[src/inc/lmp_map.svh]
/*
  Register indices, field positions, reset values and decode constants for
  the LCD-capable port and the multifunction port.
  Assumes a 32-bit APB slave: byte address = 4 * register index.
*/
`ifndef LMP_MAP_SVH
`define LMP_MAP_SVH

// register indices
`define LMP_IDX_LCD_DATA   10'h005
`define LMP_IDX_SHR_DATA   10'h006
`define LMP_IDX_LCD_DIR    10'h00B
`define LMP_IDX_SHR_DRV    10'h00C
`define LMP_IDX_SHR_PIN    10'h024
`define LMP_IDX_LCD_SEG    10'h02A
`define LMP_IDX_BIT_OP     10'h030
`define LMP_IDX_DRIVE_STAT 10'h031

// reset values
`define LMP_RST_LCD_DATA   8'h00
`define LMP_RST_LCD_DIR    8'h00
`define LMP_RST_LCD_SEG    8'h00
`define LMP_RST_SHR_DATA   8'hFF
`define LMP_RST_SHR_DRV    8'h00

// bit-op register fields
`define LMP_BOP_BIT_LSB    0
`define LMP_BOP_BIT_MSB    2
`define LMP_BOP_OP_LSB     3
`define LMP_BOP_OP_MSB     4
`define LMP_BOP_TARGET     5

// drive status fields
`define LMP_STAT_SHR_LSB   8

`endif

[src/inc/lmp_pkg.sv]
/*
  Types shared by the port block: APB phase tracking and bit-op codes.
  Assumes nothing beyond a SystemVerilog compiler.
*/
package lmp_pkg;

  typedef enum logic [0:0] {
    ST_IDLE   = 1'b0,
    ST_ACCESS = 1'b1
  } lmp_apb_e;

  typedef enum logic [1:0] {
    BOP_NONE  = 2'b00,
    BOP_SET   = 2'b01,
    BOP_CLEAR = 2'b10,
    BOP_TOGGLE = 2'b11
  } lmp_bitop_e;

  typedef logic [9:0] lmp_index_t;

endpackage : lmp_pkg

[src/hdl/lmp_lcd_pin.sv]
/*
  One pin of the LCD-capable port: drive choice and read view.
  Assumes latch, direction and segment bits come from flip-flops.
*/
`timescale 1ns/1ps
module lmp_lcd_pin (
  input  wire logic latch_in,
  input  wire logic dir_in,
  input  wire logic seg_sel_in,
  input  wire logic seg_in,
  input  wire logic pin_in,
  output logic      pin_out,
  output logic      pin_oe_out,
  output logic      rd_out
);
  // segment wins over latch and direction
  assign pin_out    = seg_sel_in ? seg_in : latch_in;
  assign pin_oe_out = seg_sel_in | dir_in;

  // read view: latch, forced zero, or live pin
  assign rd_out = dir_in ? latch_in :
                  (seg_sel_in ? 1'b0 : pin_in);
endmodule : lmp_lcd_pin

[src/hdl/lmp_shr_pin.sv]
/*
  One pin of the multifunction port: open-drain or push-pull drive.
  Assumes a peripheral that wants the pin raises periph_oe_in.
*/
`timescale 1ns/1ps
module lmp_shr_pin (
  input  wire logic latch_in,
  input  wire logic drv_sel_in,
  input  wire logic periph_out_in,
  input  wire logic periph_oe_in,
  output logic      pin_out,
  output logic      pin_oe_out
);
  logic val;

  // peripheral only gets through while the latch holds 1
  assign val = latch_in & (periph_oe_in ? periph_out_in : 1'b1);

  // open drain only ever sinks; a 1 leaves the wire to the pull-up
  assign pin_out    = drv_sel_in ? val : 1'b0;
  assign pin_oe_out = drv_sel_in | ~val;
endmodule : lmp_shr_pin

[src/hdl/lmp_ports.sv]
/*
  APB slave holding the LCD-capable port and the multifunction port.
  Assumes an APB master on MCLK_IN, pins synchronous to MCLK_IN, an LCD
  segment driver on LCD_SEG_IN and shared peripherals on SHR_PERIPH_*.
*/
`timescale 1ns/1ps
`include "lmp_map.svh"
module lmp_ports
  import lmp_pkg::*;
#(
  parameter int PORT_W = 8,
  parameter int ADDR_W = 12
) (
  input  wire logic              MCLK_IN,
  input  wire logic              SYS_RST_IN,
  // apb slave
  input  wire logic              PSEL_IN,
  input  wire logic              PENABLE_IN,
  input  wire logic              PWRITE_IN,
  input  wire logic [ADDR_W-1:0] PADDR_IN,
  input  wire logic [31:0]       PWDATA_IN,
  input  wire logic [3:0]        PSTRB_IN,
  output logic      [31:0]       PRDATA_OUT,
  output logic                   PREADY_OUT,
  output logic                   PSLVERR_OUT,
  // lcd-capable port
  input  wire logic [PORT_W-1:0] LCD_SEG_IN,
  input  wire logic [PORT_W-1:0] LCD_PIN_IN,
  output logic      [PORT_W-1:0] LCD_PIN_OUT,
  output logic      [PORT_W-1:0] LCD_PIN_OE_OUT,
  // multifunction port
  input  wire logic [PORT_W-1:0] SHR_PIN_IN,
  output logic      [PORT_W-1:0] SHR_PIN_OUT,
  output logic      [PORT_W-1:0] SHR_PIN_OE_OUT,
  input  wire logic [PORT_W-1:0] SHR_PERIPH_OUT_IN,
  input  wire logic [PORT_W-1:0] SHR_PERIPH_OE_IN,
  output logic      [PORT_W-1:0] SHR_PERIPH_LEVEL_OUT
);

  ////////////////////////////////////////////////////////////////////////////
  // elaboration checks

  // bit-op selects a bit with a 3-bit field
  // status read packs both enable bytes, so PORT_W may not pass 8
  if (PORT_W < 1 || PORT_W > 8) begin : g_bad_width
    $error("lmp_ports: PORT_W must be 1 to 8");
  end
  if (ADDR_W < 12 || ADDR_W > 32) begin : g_bad_addr
    $error("lmp_ports: ADDR_W must be 12 to 32");
  end

  ////////////////////////////////////////////////////////////////////////////
  // declarations

  // port registers
  logic [PORT_W-1:0] lcd_port_data_latch_q;
  logic [PORT_W-1:0] lcd_port_data_latch_d;
  logic [PORT_W-1:0] lcd_port_direction_q;
  logic [PORT_W-1:0] lcd_port_direction_d;
  logic [PORT_W-1:0] lcd_port_segment_select_q;
  logic [PORT_W-1:0] lcd_port_segment_select_d;
  logic [PORT_W-1:0] shared_port_data_latch_q;
  logic [PORT_W-1:0] shared_port_data_latch_d;
  logic [PORT_W-1:0] shared_port_drive_select_q;
  logic [PORT_W-1:0] shared_port_drive_select_d;

  // pin level fed to the shared peripherals
  logic [PORT_W-1:0] shr_level_q;

  // bus phase tracking
  lmp_apb_e          st_q;
  lmp_apb_e          st_d;
  logic              setup;
  logic              access;
  logic              wr_en;

  // address decode
  lmp_index_t        idx;
  logic              addr_aligned;
  logic              hit_lcd_data;
  logic              hit_shr_data;
  logic              hit_lcd_dir;
  logic              hit_shr_drv;
  logic              hit_shr_pin;
  logic              hit_lcd_seg;
  logic              hit_bit_op;
  logic              hit_stat;
  logic              hit_any;
  logic              hit_ro;
  logic              err_d;
  logic              err_q;

  // captured at setup, used at access
  logic [5:0]        hit_q;
  logic [PORT_W-1:0] cap_lcd_view_q;
  logic [31:0]       rd_mux;
  logic [31:0]       prdata_q;

  // per-pin views
  logic [PORT_W-1:0] lcd_view;
  logic [PORT_W-1:0] lcd_oe;
  logic [PORT_W-1:0] shr_oe;

  // bit-op
  logic [2:0]        bop_bit;
  lmp_bitop_e        bop_op;
  logic              bop_target;
  logic [PORT_W-1:0] bop_mask;
  logic [PORT_W-1:0] bop_base;
  logic [PORT_W-1:0] bop_res;
  logic              bop_lcd;
  logic              bop_shr;

  // upper address check and per-register write enables
  logic              hi_zero;
  logic              wr_lcd_data;
  logic              wr_shr_data;
  logic              wr_lcd_dir;
  logic              wr_shr_drv;
  logic              wr_lcd_seg;

  ////////////////////////////////////////////////////////////////////////////
  // pin slices

  for (genvar i = 0; i < PORT_W; i++) begin : g_lcd
    lmp_lcd_pin u_pin (
      .latch_in   (lcd_port_data_latch_q[i]),
      .dir_in     (lcd_port_direction_q[i]),
      .seg_sel_in (lcd_port_segment_select_q[i]),
      .seg_in     (LCD_SEG_IN[i]),
      .pin_in     (LCD_PIN_IN[i]),
      .pin_out    (LCD_PIN_OUT[i]),
      .pin_oe_out (lcd_oe[i]),
      .rd_out     (lcd_view[i])
    );
  end

  for (genvar i = 0; i < PORT_W; i++) begin : g_shr
    lmp_shr_pin u_pin (
      .latch_in      (shared_port_data_latch_q[i]),
      .drv_sel_in    (shared_port_drive_select_q[i]),
      .periph_out_in (SHR_PERIPH_OUT_IN[i]),
      .periph_oe_in  (SHR_PERIPH_OE_IN[i]),
      .pin_out       (SHR_PIN_OUT[i]),
      .pin_oe_out    (shr_oe[i])
    );
  end

  assign LCD_PIN_OE_OUT = lcd_oe;
  assign SHR_PIN_OE_OUT = shr_oe;

  // interrupt, wake-up, serial, uart, counter and boot inputs all tap here
  assign SHR_PERIPH_LEVEL_OUT = shr_level_q;

  ////////////////////////////////////////////////////////////////////////////
  // bus phases

  assign setup  = PSEL_IN & ~PENABLE_IN;
  assign access = PSEL_IN & PENABLE_IN & (st_q == ST_ACCESS);
  assign st_d   = setup ? ST_ACCESS : ST_IDLE;

  // zero wait states: the access cycle always completes
  assign PREADY_OUT  = access;
  assign PSLVERR_OUT = access & err_q;
  assign PRDATA_OUT  = prdata_q;

  ////////////////////////////////////////////////////////////////////////////
  // address decode

  assign idx          = lmp_index_t'(PADDR_IN[ADDR_W-1:2]);
  assign addr_aligned = (PADDR_IN[1:0] == 2'h0);

  // the bit-op and status indices sit past the port registers
  assign hit_lcd_data = addr_aligned & (idx == `LMP_IDX_LCD_DATA);
  assign hit_shr_data = addr_aligned & (idx == `LMP_IDX_SHR_DATA);
  assign hit_lcd_dir  = addr_aligned & (idx == `LMP_IDX_LCD_DIR);
  assign hit_shr_drv  = addr_aligned & (idx == `LMP_IDX_SHR_DRV);
  assign hit_shr_pin  = addr_aligned & (idx == `LMP_IDX_SHR_PIN);
  assign hit_lcd_seg  = addr_aligned & (idx == `LMP_IDX_LCD_SEG);
  assign hit_bit_op   = addr_aligned & (idx == `LMP_IDX_BIT_OP);
  assign hit_stat     = addr_aligned & (idx == `LMP_IDX_DRIVE_STAT);

  // high address bits above the index must be zero too; a shift stays legal at ADDR_W = 12
  assign hi_zero = ((PADDR_IN >> 12) == '0);
  assign hit_any = hi_zero &
                   (hit_lcd_data | hit_shr_data | hit_lcd_dir |
                    hit_shr_drv | hit_shr_pin | hit_lcd_seg |
                    hit_bit_op | hit_stat);
  assign hit_ro  = hit_shr_pin | hit_stat;
  assign err_d   = ~hit_any | (PWRITE_IN & hit_ro);

  ////////////////////////////////////////////////////////////////////////////
  // read data, sampled in the setup cycle

  always_comb begin
    rd_mux = 32'h0000_0000;
    if (hit_any) begin
      if (hit_lcd_data) begin
        rd_mux[PORT_W-1:0] = lcd_view;
      end else if (hit_shr_data) begin
        rd_mux[PORT_W-1:0] = shared_port_data_latch_q;
      end else if (hit_lcd_dir) begin
        rd_mux[PORT_W-1:0] = lcd_port_direction_q;
      end else if (hit_shr_drv) begin
        rd_mux[PORT_W-1:0] = shared_port_drive_select_q;
      end else if (hit_shr_pin) begin
        rd_mux[PORT_W-1:0] = SHR_PIN_IN;
      end else if (hit_lcd_seg) begin
        rd_mux[PORT_W-1:0] = lcd_port_segment_select_q;
      end else if (hit_stat) begin
        rd_mux[PORT_W-1:0] = lcd_oe;
        rd_mux[`LMP_STAT_SHR_LSB +: PORT_W] = shr_oe;
      end else begin
        rd_mux = 32'h0000_0000;
      end
    end
  end

  ////////////////////////////////////////////////////////////////////////////
  // bit-op: read-modify-write on a data address

  assign bop_bit    = PWDATA_IN[`LMP_BOP_BIT_MSB:`LMP_BOP_BIT_LSB];
  assign bop_op     = lmp_bitop_e'(PWDATA_IN[`LMP_BOP_OP_MSB:`LMP_BOP_OP_LSB]);
  assign bop_target = PWDATA_IN[`LMP_BOP_TARGET];
  assign bop_mask   = PORT_W'(1) << bop_bit;

  // lcd base is the read view taken at setup, so input bits pick up pins
  // segment-mode input bits read as 0, so a bit-op clears their latch bits
  assign bop_base = bop_target ? shared_port_data_latch_q : cap_lcd_view_q;

  always_comb begin
    case (bop_op)
      BOP_SET:    bop_res = bop_base | bop_mask;
      BOP_CLEAR:  bop_res = bop_base & ~bop_mask;
      BOP_TOGGLE: bop_res = bop_base ^ bop_mask;
      default:    bop_res = bop_base;
    endcase
  end

  assign bop_lcd = wr_en & hit_q[5] & ~bop_target & (bop_op != BOP_NONE);
  assign bop_shr = wr_en & hit_q[5] & bop_target & (bop_op != BOP_NONE);

  ////////////////////////////////////////////////////////////////////////////
  // register next values

  // write lands at the end of the access cycle
  // only byte lane 0 holds a register, so the other strobes are ignored
  assign wr_en = access & PWRITE_IN & PSTRB_IN[0] & ~err_q;

  // one enable per register keeps the next-value muxes flat
  assign wr_lcd_data = wr_en & hit_q[0];
  assign wr_shr_data = wr_en & hit_q[1];
  assign wr_lcd_dir  = wr_en & hit_q[2];
  assign wr_shr_drv  = wr_en & hit_q[3];
  assign wr_lcd_seg  = wr_en & hit_q[4];

  assign lcd_port_data_latch_d =
    bop_lcd ? bop_res :
    wr_lcd_data ? PWDATA_IN[PORT_W-1:0] :
    lcd_port_data_latch_q;

  assign shared_port_data_latch_d =
    bop_shr ? bop_res :
    wr_shr_data ? PWDATA_IN[PORT_W-1:0] :
    shared_port_data_latch_q;

  assign lcd_port_direction_d =
    wr_lcd_dir ? PWDATA_IN[PORT_W-1:0] : lcd_port_direction_q;

  assign shared_port_drive_select_d =
    wr_shr_drv ? PWDATA_IN[PORT_W-1:0] : shared_port_drive_select_q;

  assign lcd_port_segment_select_d =
    wr_lcd_seg ? PWDATA_IN[PORT_W-1:0] : lcd_port_segment_select_q;

  ////////////////////////////////////////////////////////////////////////////
  // bus state and captures

  always_ff @(posedge MCLK_IN or posedge SYS_RST_IN) begin
    if (SYS_RST_IN) begin
      st_q  <= ST_IDLE;
      err_q <= 1'b0;
      hit_q <= 6'h00;
    end else begin
      st_q <= st_d;
      if (setup) begin
        err_q <= err_d;
        // bit order: bit-op, segment, drive, direction, shared data, lcd data
        hit_q <= {hit_bit_op, hit_lcd_seg, hit_shr_drv,
                  hit_lcd_dir, hit_shr_data, hit_lcd_data};
      end
    end
  end

  // pins are caught once, in the first cycle of the transfer
  // a pin that moves during the access cycle is not seen by this read
  always_ff @(posedge MCLK_IN or posedge SYS_RST_IN) begin
    if (SYS_RST_IN) begin
      prdata_q       <= 32'h0000_0000;
      cap_lcd_view_q <= '0;
    end else if (setup) begin
      prdata_q       <= rd_mux;
      cap_lcd_view_q <= lcd_view;
    end
  end

  // one flop only: pins are taken as synchronous to the clock
  always_ff @(posedge MCLK_IN or posedge SYS_RST_IN) begin
    if (SYS_RST_IN) begin
      shr_level_q <= '0;
    end else begin
      shr_level_q <= SHR_PIN_IN;
    end
  end

  ////////////////////////////////////////////////////////////////////////////
  // port registers

  always_ff @(posedge MCLK_IN or posedge SYS_RST_IN) begin
    if (SYS_RST_IN) begin
      lcd_port_data_latch_q     <= PORT_W'(`LMP_RST_LCD_DATA);
      lcd_port_direction_q      <= PORT_W'(`LMP_RST_LCD_DIR);
      lcd_port_segment_select_q <= PORT_W'(`LMP_RST_LCD_SEG);
    end else begin
      lcd_port_data_latch_q     <= lcd_port_data_latch_d;
      lcd_port_direction_q      <= lcd_port_direction_d;
      lcd_port_segment_select_q <= lcd_port_segment_select_d;
    end
  end

  // latch resets to ones so each open-drain pin starts released unless its peripheral drives 0
  always_ff @(posedge MCLK_IN or posedge SYS_RST_IN) begin
    if (SYS_RST_IN) begin
      shared_port_data_latch_q   <= PORT_W'(`LMP_RST_SHR_DATA);
      shared_port_drive_select_q <= PORT_W'(`LMP_RST_SHR_DRV);
    end else begin
      shared_port_data_latch_q   <= shared_port_data_latch_d;
      shared_port_drive_select_q <= shared_port_drive_select_d;
    end
  end

endmodule : lmp_ports

[config.mk]
export PLATFORM = sky130hd
export DESIGN_NAME = lmp_ports
export DESIGN_NICKNAME = d
export VERILOG_FILES = /design/src/inc/lmp_pkg.sv /design/src/hdl/lmp_lcd_pin.sv /design/src/hdl/lmp_shr_pin.sv /design/src/hdl/lmp_ports.sv
export VERILOG_INCLUDE_DIRS = /design/src /design/src/inc
export SDC_FILE = /design/constraint.sdc
export NUM_CORES = 1
export LEC_CHECK = 0
export CAP_MARGIN = 15
export CORE_ASPECT_RATIO = 1.5
export CORE_MARGIN = 8
export CORE_UTILIZATION = 54
export DETAILED_ROUTE_END_ITERATION = 8
export DONT_BUFFER_PORTS = 1
export PLACE_DENSITY = 0.8
export SETUP_SLACK_MARGIN = 0.5
export SLEW_MARGIN = 20
export SYNTH_ARGS = -nofsm -noshare
export SYNTH_HDL_FRONTEND = slang
export SYNTH_SLANG_ARGS = --single-unit
[constraint.sdc]
create_clock -name MCLK_IN -period 2.4 [get_ports MCLK_IN]
set_clock_uncertainty 0.15 [all_clocks]
set_input_delay 0.12 -clock MCLK_IN [delete_from_list [all_inputs] [get_ports MCLK_IN]]
set_output_delay 0.12 -clock MCLK_IN [all_outputs]
set_load 0.02 [all_outputs]
==> Word level (Yosys, flattened, before mapping) <==
Cells that the tools add are included.
{ "totals": {"reg_bits": 96, "latch_bits": 0, "mem_bits_rw": 0, "mem_bits_ro": 0, "in_bits": 93, "out_inout_bits": 74, "word_cells": 163, "memories": 0} }
{ "op_classes": {"add_sub_neg": 0, "multipliers": 0, "n_div": 0, "order_cmp": 0, "eq_ne": 11, "shift": 1, "muxes": 61, "bitwise_logic": 75, "n_reduce_logical": 4} }
{ "ops": {"columns": ["cell", "count"], "rows": [
  ["$mux W8", 16],
  ["$mux W1", 41],
  ["$eq A10 B6 Y1 const B", 4],
  ["$and A1 B1 Y1", 34],
  ["$mux W32", 1],
  ["$or A1 B1 Y1", 25],
  ["$mux W24", 1],
  ["$pmux W8 S3", 1],
  ["$eq A10 B3 Y1 const B", 2],
  ["$eq A10 B4 Y1 const B", 2],
  ["$mux W16", 1],
  ["$not A1 Y1", 12],
  ["$and A8 B8 Y8", 1],
  ["$not A8 Y8", 1],
  ["$or A8 B8 Y8", 1],
  ["$shl A1 B3 Y8 const A", 1],
  ["$xor A8 B8 Y8", 1],
  ["$reduce_bool A2 Y1", 3],
  ["$eq A2 B2 Y1 const B", 2],
  ["$eq A2 B1 Y1 const B", 1],
  ["$logic_not A2 Y1", 1]
]} }

==> Logic depth before layout (Yosys ltp) <==
Gate-level depths: netlist (run 1).
{ "logic_depth": {"ltp_word": 12, "ltp_mapped": 9, "depth_no_buf": 7} }

==> Hierarchy <==
Synthesis (run 1) repeated with hierarchy kept, for this count alone.
{ "hier_totals": {"cells_unflattened": 585, "hier_area_um2": 5397.7} }
{ "modules_own_cells": {"columns": ["module", "n_inst", "cells_each", "area_each_um2", "seq_area_each_um2"], "rows": [
  ["lmp_ports", 1, 521, 4887.2, 2011.9],
  ["lmp_lcd_pin", 8, 5, 36.3, 0.0],
  ["lmp_shr_pin", 8, 3, 27.5, 0.0]
]} }

==> Worst setup path before layout (run 1) <==
No wires, ideal clock.
{ "synth_path": {"path_kind": "input port to flip-flop", "startpoint": "input port PWDATA_IN[5]", "endpoint": "register lcd_port_data_latch_q[2]", "setup_time_ns": 0.145, "t_arrival_ns": 1.869, "setup_slack_ns": 0.237, "stages": 8, "n_path_buf": 2, "path_cell_list": "clkbuf_1 -> clkbuf_1 -> mux2_2 -> inv_1 -> ha_1 -> mux4_2 -> nand2_1 -> o21ai_0"} }
{ "synth_between": {"elab_chain_len": 4, "word_cells_on_any_way": 10, "cone_classes": "mux (3); bitwise (6); reduce/logical (1)"} }
{ "synth_rtl": {"columns": ["element", "line", "source"], "rows": [
  ["start: declaration", "lmp_ports.sv:21", "input wire logic [31:0] PWDATA_IN,"],
  ["$mux W8 or $not A1 Y1 (tied branches)", "lmp_ports.sv:229, lmp_ports.sv:240", null],
  ["$xor A8 B8 Y8 (tied with other cells)", "lmp_ports.sv:235", "BOP_TOGGLE: bop_res = bop_base ^ bop_mask;"],
  ["$pmux W8 S3 or $and A1 B1 Y1 (tied branches)", "lmp_ports.sv:232, lmp_ports.sv:240", null],
  ["$mux W8 or $reduce_bool A2 Y1 (tied branches)", null, null],
  ["end signal: assignment", "lmp_ports.sv:321", "lcd_port_data_latch_q <= PORT_W'(`LMP_RST_LCD_DATA);"],
  ["end signal: assignment", "lmp_ports.sv:325", "lcd_port_data_latch_q <= lcd_port_data_latch_d;"],
  ["end: declaration", "lmp_ports.sv:56", "logic [PORT_W-1:0] lcd_port_data_latch_q;"]
]} }
Parallel ways exist; a longest one is shown, timed or not.
A chain may end at the register's enable or synchronous reset.

==> Worst setup path after layout (run 1) <==
{ "layout_path": {"startpoint": "register shared_port_data_latch_q[0]", "endpoint": "register lcd_port_data_latch_q[0]"} }
{ "layout_between": {"elab_chain_len": 4, "word_cells_on_any_way": 6, "cone_classes": "mux (3); bitwise (3)"} }
{ "layout_rtl": {"columns": ["element", "line", "source"], "rows": [
  ["start: declaration", "lmp_ports.sv:62", "logic [PORT_W-1:0] shared_port_data_latch_q;"],
  ["start signal: assignment", "lmp_ports.sv:334", "shared_port_data_latch_q <= PORT_W'(`LMP_RST_SHR_DATA);"],
  ["start signal: assignment", "lmp_ports.sv:337", "shared_port_data_latch_q <= shared_port_data_latch_d;"],
  ["$mux W8 (*)", "lmp_ports.sv:229", "assign bop_base = bop_target ? shared_port_data_latch_q : cap_lcd_view_q;"],
  ["$xor A8 B8 Y8 (tied with other cells)", "lmp_ports.sv:235", null],
  ["$pmux W8 S3 (*)", "lmp_ports.sv:232", "case (bop_op)"],
  ["$mux W8 (*)", "lmp_ports.sv:258", "bop_lcd ? bop_res :"]
]} }
Every way passes the cells marked *; elsewhere a longest branch is shown, timed or not.

==> impl_metrics.json, run 1 <==
{
  "outcome": "complete, no violations",
  "p_leak_nw": 2.790,
  "cts_sinks": 80,
  "syn_inst": 539,
  "yosysWarningCount": 0,
  "fp.dieArea_um2": 13130,
  "start_util": 0.5478,
  "cts_made_buffers": 9,
  "fin_util": 0.6262,
  "whs_ps": 5.843,
  "synth-edff-count": 0,
  "max_freq_mhz": 516.6,
  "vias_per_cell": 6.614,
  "crit_arrival_ps": 2010,
  "synthTopCellsByArea": "dfrtp_1 35%, mux2_2 8.6%, buf_4 7.1%",
  "drtIter0Drc": 499,
  "die_w_um": 96.26,
  "synth.most_common_cell": "dfrtp_1",
  "insertion_delay_ps": 350,
  "dp_cells": 607,
  "grt.total_usage": 0.2595,
  "root_buffer": "clkbuf_16",
  "drv_cap": 0,
  "ys.flop_type": "dfrtp_1",
  "worstMarginPinSlew_ps": 836.1,
  "overflow": 0,
  "finalMaxSlewViolations": 0,
  "cts_tree": "built",
  "setup_tns_ps": 0,
  "worstPathMaxFanout": 2,
  "wl_per_cell_um": 25.62,
  "finalHoldViolCount": 0,
  "antenna_left": 0,
  "power.density_nw_per_um2": 531.8,
  "grt_setup_unrepaired": "yes",
  "synth.cell_area_um2": 5218,
  "drc": 0,
  "core_um2": 9524,
  "yosys-top-cells-count": "72 x dfrtp_1, 49 x buf_4, 43 x inv_1",
  "vdd_drop_max_uv": 499.6,
  "crit_path_end_kind": "flip-flop",
  "hp-class": "input port to flip-flop",
  "finalNonFillerCells": 666,
  "period_minus_slack_ps": 1936,
  "drive_gt1_frac": 0.2541,
  "timing.final.crit_share": 0.8066,
  "setup_viol": 0,
  "syn_avg_cell_area_um2": 9.680,
  "first_global_vias": 4501,
  "synth_top_area_cell": "dfrtp_1",
  "area_growth_pct": 14.32,
  "pin_count": 167,
  "synth_seq_area_share": 0.3856,
  "synthArstFlopShare": 1.000,
  "rows": 44,
  "yosys.area.top_type_share": 0.3453,
  "critPathRequiredTime_ps": 2480,
  "hpwl_um": 11450,
  "clk_pin_slew_ps": 60,
  "cp-start-kind": "flip-flop",
  "die_height_um": 136.4,
  "n_antenna_cell": 0,
  "vias": 4405,
  "relSlewSlack": 0.4414,
  "antenna_found_initial": 0,
  "gp_congestion": 0.9461,
  "finalNetCount": 655,
  "wl_um": 17070,
  "ys_seq_elements": 80,
  "grt_pass1_wl_um": 25120,
  "placement.io_buffers": 0,
  "grt_max_degree": 73,
  "ys_types": 58,
  "h-tree-depth": 3,
  "crit_type": "flip-flop to flip-flop",
  "clockBufferDepth": 2,
  "first_pass_iters": 5
}
[what timing repair did]
item,in CTS,in global routing
buffers inserted,12,4
setup endpoints to repair,16,41
pin swaps,3,15
hold buffers,27,0
hold endpoints to repair,130,0
gates resized for setup,12,42
[per-layer routing]
layer / global-route usage / up-vias / wire length, um / share of wire
li1: - / 1881 / - / -
met1: 0.2607 / 2137 / 5346 / 0.31
met2: 0.4278 / 303 / 8719 / 0.51
met3: 0.07518 / 84 / 1723 / 0.10
met4: 0.2163 / 0 / 1275 / 0.075
met5: 0 / - / 0 / 0
[per-stage QoR]
| step | total power, mW | setup WS (ps) | cell area (um2) |
|---|---|---|---|
| after floorplan | 1.660 | 501.0 | 5309 |
| after global placement | 1.671 | 403.1 | 5090 |
| after detailed placement | 1.683 | 340.8 | 5090 |
| after CTS | 3.119 | 447.2 | 5779 |
| after global routing | 3.258 | 407.7 | 5964 |
| final | 3.172 | 464.2 | 5964 |
[power breakdown]
part           internal [mW]  switching (mW)  leakage (nW)
Sequential              1.38          0.0226          1.05
Clock                  0.828           0.561         0.152
Combinational          0.169           0.215          1.58
Total                   2.37           0.799          2.79
[cells by family after synthesis]
family | share of synthesized area
buf+inv | 0.1221
mux | 0.1516
fa+ha+maj | 0.03837
xor+xnor | 0.001679
other cells | 0.0007187
compound gates | 0.1770
simple gates | 0.1230
flops | 0.3856
[critical path: stages (launching register included)]
cell and delay (ps):
dfstp_2 540, mux2_4 170, inv_4 40, ha_4 230, mux4_2 540, nand2_2 90, o21ai_1 50
[area by class of cell]
type / count / area [um2]
Fill cell: 741 / 3560
Tap cell: 115 / 143.9
Multi-Input combinational cell: 354 / 2805
Sequential cell: 80 / 2012
Clock buffer: 10 / 239.0
Inverter: 43 / 175.2
Timing Repair Buffer: 58 / 530.5
Clock inverter: 6 / 58.81
[state kept, by name, summed over array words and instances (netlist names)]
name and flops:
lcd_port_direction_q 8, PRDATA_OUT 16, SHR_PERIPH_LEVEL_OUT 8, st_q 1
err_q 1, lcd_port_data_latch_q 8, hit_q 6, shared_port_data_latch_q 8
cap_lcd_view_q 8, shared_port_drive_select_q 8, lcd_port_segment_select_q 8
[path summary, 6_finish.rpt]
check,from,endpoint,slack [ps],cells after the start
max,shared_port_data_latch_q[0],lcd_port_data_latch_q[0],460,6
min,PADDR_IN[3],err_q,6,3
max reg2reg,shared_port_data_latch_q[0],lcd_port_data_latch_q[0],460,6
min reg2reg,cap_lcd_view_q[4],cap_lcd_view_q[4],340,1
max in group asynchronous,SYS_RST_IN,shared_port_data_latch_q[6],1400,3
min in group asynchronous,SYS_RST_IN,PRDATA_OUT[13],30,2
[layout by cell type (no fill, tap or decap), types with 10 or more instances in the layout]
| cell type | netlist | routed |
|---|---|---|
| nor2_1 | 32 | 32 |
| inv_1 | 43 | 34 |
| ha_4 | 0 | 10 |
| buf_4 | 49 | 26 |
| mux2_2 | 40 | 32 |
| conb_1 | 1 | 16 |
| a21oi_1 | 21 | 21 |
| dlygate4sd3_1 | 0 | 27 |
| dfrtp_1 | 72 | 72 |
| nand2_1 | 38 | 35 |
| o21ai_1 | 1 | 15 |
| mux2i_1 | 16 | 16 |
| o21ai_0 | 32 | 18 |
| a22oi_1 | 14 | 14 |
No activity file was read; power rests on OpenSTA's default activity.
==> inputs of run 2 (changes only) <==
Settings changed: PLACE_DENSITY 0.8 to 0.77.
Clock period 2.4 ns to 2.01 ns, I/O delays scaled along.
==> run 2 against run 1 <==
Against the previous run: the run now ends with design-rule violations, negative hold slack left; first-iteration DRC count is 5.4% lower; cell area is 11% higher; sequential share of layout area is 3.4 points lower; routed wire length is 6.6% higher; die area stayed put; clock power is 31% higher; critical path type unchanged; critical endpoint is now lcd_port_data_latch_q[3].
==> impl_metrics.json, run 2 (synthesis gave the netlist of run 1 again) <==
{
  "outcome": "finished, violations left",
  "violations": "design-rule violations, negative hold slack",
  "wl_um": 18190,
  "rr_worst_depth": 6,
  "grt_max_degree": 69,
  "drv_cap": 0,
  "die_height_um": 136.4,
  "placement.io_buffers": 0,
  "wl_per_cell_um": 26.28,
  "die_w_um": 96.26,
  "relSlewSlack": 0.5080,
  "r2r-end": "lcd_port_data_latch_q[3]",
  "finalNetCount": 680,
  "total_power_mw": 3.953,
  "grt.total_usage": 0.2681,
  "drc": 2,
  "vias_per_cell": 6.627,
  "ctsHoldBuffers": 26,
  "worstPathMaxFanout": 3,
  "root_buffer": "clkbuf_16",
  "first_pass_iters": 9,
  "drive_gt1_frac": 0.3524,
  "finalNonFillerCells": 692,
  "crit_type": "flip-flop to flip-flop",
  "final_cell_mix": "70 x dfrtp_1, 34 x inv_1, 33 x buf_4",
  "timing.final.crit_share": 0.9472,
  "h-tree-depth": 3,
  "gp_congestion": 0.9922,
  "area_growth_pct": 27.17,
  "critPathRequiredTime_ps": 2090,
  "hp-class": "input port to flip-flop",
  "crit_path_end_kind": "flip-flop",
  "cts_tree": "built",
  "largest_reg_flops": 16,
  "layout_commonest_cell": "dfrtp_1",
  "setup_tns_ps": 0,
  "crit_chain": "mux2_4 -> inv_2 -> ha_4 -> mux4_2 -> nand2_1 -> o21ai_1",
  "finalMaxSlewViolations": 0,
  "grt_pass1_wl_um": 25990,
  "dp_cells": 620,
  "crit_slowest_cell": "dfstp_2",
  "vdd_drop_max_uv": 575.5,
  "grt_setup_unrepaired": "yes",
  "vias": 4586,
  "worstMarginPinSlew_ps": 733.1,
  "power.density_nw_per_um2": 595.7,
  "p_leak_nw": 3.126,
  "crit_arrival_ps": 1990,
  "rows": 44,
  "hpwl_um": 11940,
  "overflow": 0,
  "clk_pin_slew_ps": 60,
  "insertion_delay_ps": 350,
  "worstReg2RegStart": "shared_port_data_latch_q[3]",
  "max_freq_mhz": 525.2,
  "whs_ps": -235.7,
  "pin_count": 167,
  "period_minus_slack_ps": 1904,
  "cts_made_buffers": 9,
  "drtIter0Drc": 472,
  "first_global_vias": 4649,
  "hold_depth": 1,
  "fp.dieArea_um2": 13130,
  "slowest_delay_ps": 550,
  "r2r_setup_slack_ps": 110,
  "cp-start-kind": "flip-flop",
  "hp-start": "PWDATA_IN[5]",
  "cts_sinks": 80,
  "start_util": 0.5478,
  "antenna_left": 0,
  "hold_end": "lcd_port_segment_select_q[5]",
  "setup_viol": 0,
  "finalHoldViolCount": 13,
  "clockBufferDepth": 2,
  "antenna_found_initial": 0,
  "core_um2": 9524
}
==> run 2: changes by cell type in the layout (fill, tap and decap cells not counted), moves of 7 or more <==
cell,before,now
buf_6,4,21
mux2_2,32,17
mux2_4,8,23
o21ai_0,18,8
nand2b_4,0,8
nor2_1,32,24
nor2_4,0,8
buf_4,26,33
nand2b_1,9,2
o21ai_4,0,7
==> run 2: per-stage QoR <==
stage               instance area, um2  utilization  hold WS [ps]  setup slack [ps]
global placement                  5470       0.5744        -210.4             121.3
CTS                               6437       0.6759        -252.2             138.8
finish                            6635       0.6967        -235.7             106.0
detailed placement                5470       0.5744        -196.8             88.46
floorplan                         5679            -        -18.07             207.6
global route                      6633       0.6964        -239.3             71.03
==> run 2: repair_timing <==
item                       CTS  global route
resized for setup           69            25
pin swaps                   24            21
setup buffers               17            12
setup endpoints to repair   65            70
hold endpoints to repair   131             6
==> run 2: power by group <==
part | switching (mW) | total, mW | internal, mW
combinational | 0.259 | 0.462 | 0.203
clock | 0.690 | 1.82 | 1.13
sequential | 0.0299 | 1.67 | 1.64
total | 0.979 | 3.95 | 2.97
==> run 2: metal layers <==
layer	GRT usage	wire [um]	part of all wire	vias up
met3	0.06633	1629	0.090	95
li1	-	-	-	1926
met5	0	0	0	-
met1	0.2879	5976	0.33	2253
met2	0.4320	9212	0.51	312
met4	0.2172	1369	0.075	0
==> run 2: worst max-delay path: cells and delay by family (launching register included) <==
kind,cells,cell delay (ps)
AOI/OAI and AO/OA,1,70
adders and majority gates,1,190
buffers and inverters,1,40
DFF,1,550
muxes,2,690
and+or+nand+nor,1,100
==> run 2: final cells by class <==
type	count	area (um2)
tap	115	143.9
timing repair buffer	83	804.5
sequential	80	2014
multi-input combinational	354	3182
fill	654	2889
antenna	1	2.502
inverter	43	165.2
clock buffer	12	246.5
clock inverter	4	76.32
==> run 2: worst max-delay path by stage <==
stage | startpoint | end | slack [ps] | cells past startpoint
detailed placement | st_q | shared_port_data_latch_q[3] | 90 | 6
CTS | shared_port_data_latch_q[0] | lcd_port_data_latch_q[0] | 140 | 6
global route | cap_lcd_view_q[0] | lcd_port_data_latch_q[0] | 70 | 6
finish | shared_port_data_latch_q[3] | lcd_port_data_latch_q[3] | 110 | 6
global placement | st_q | shared_port_data_latch_q[6] | 120 | 6
floorplan | PWDATA_IN[5] | lcd_port_data_latch_q[0] | 210 | 8
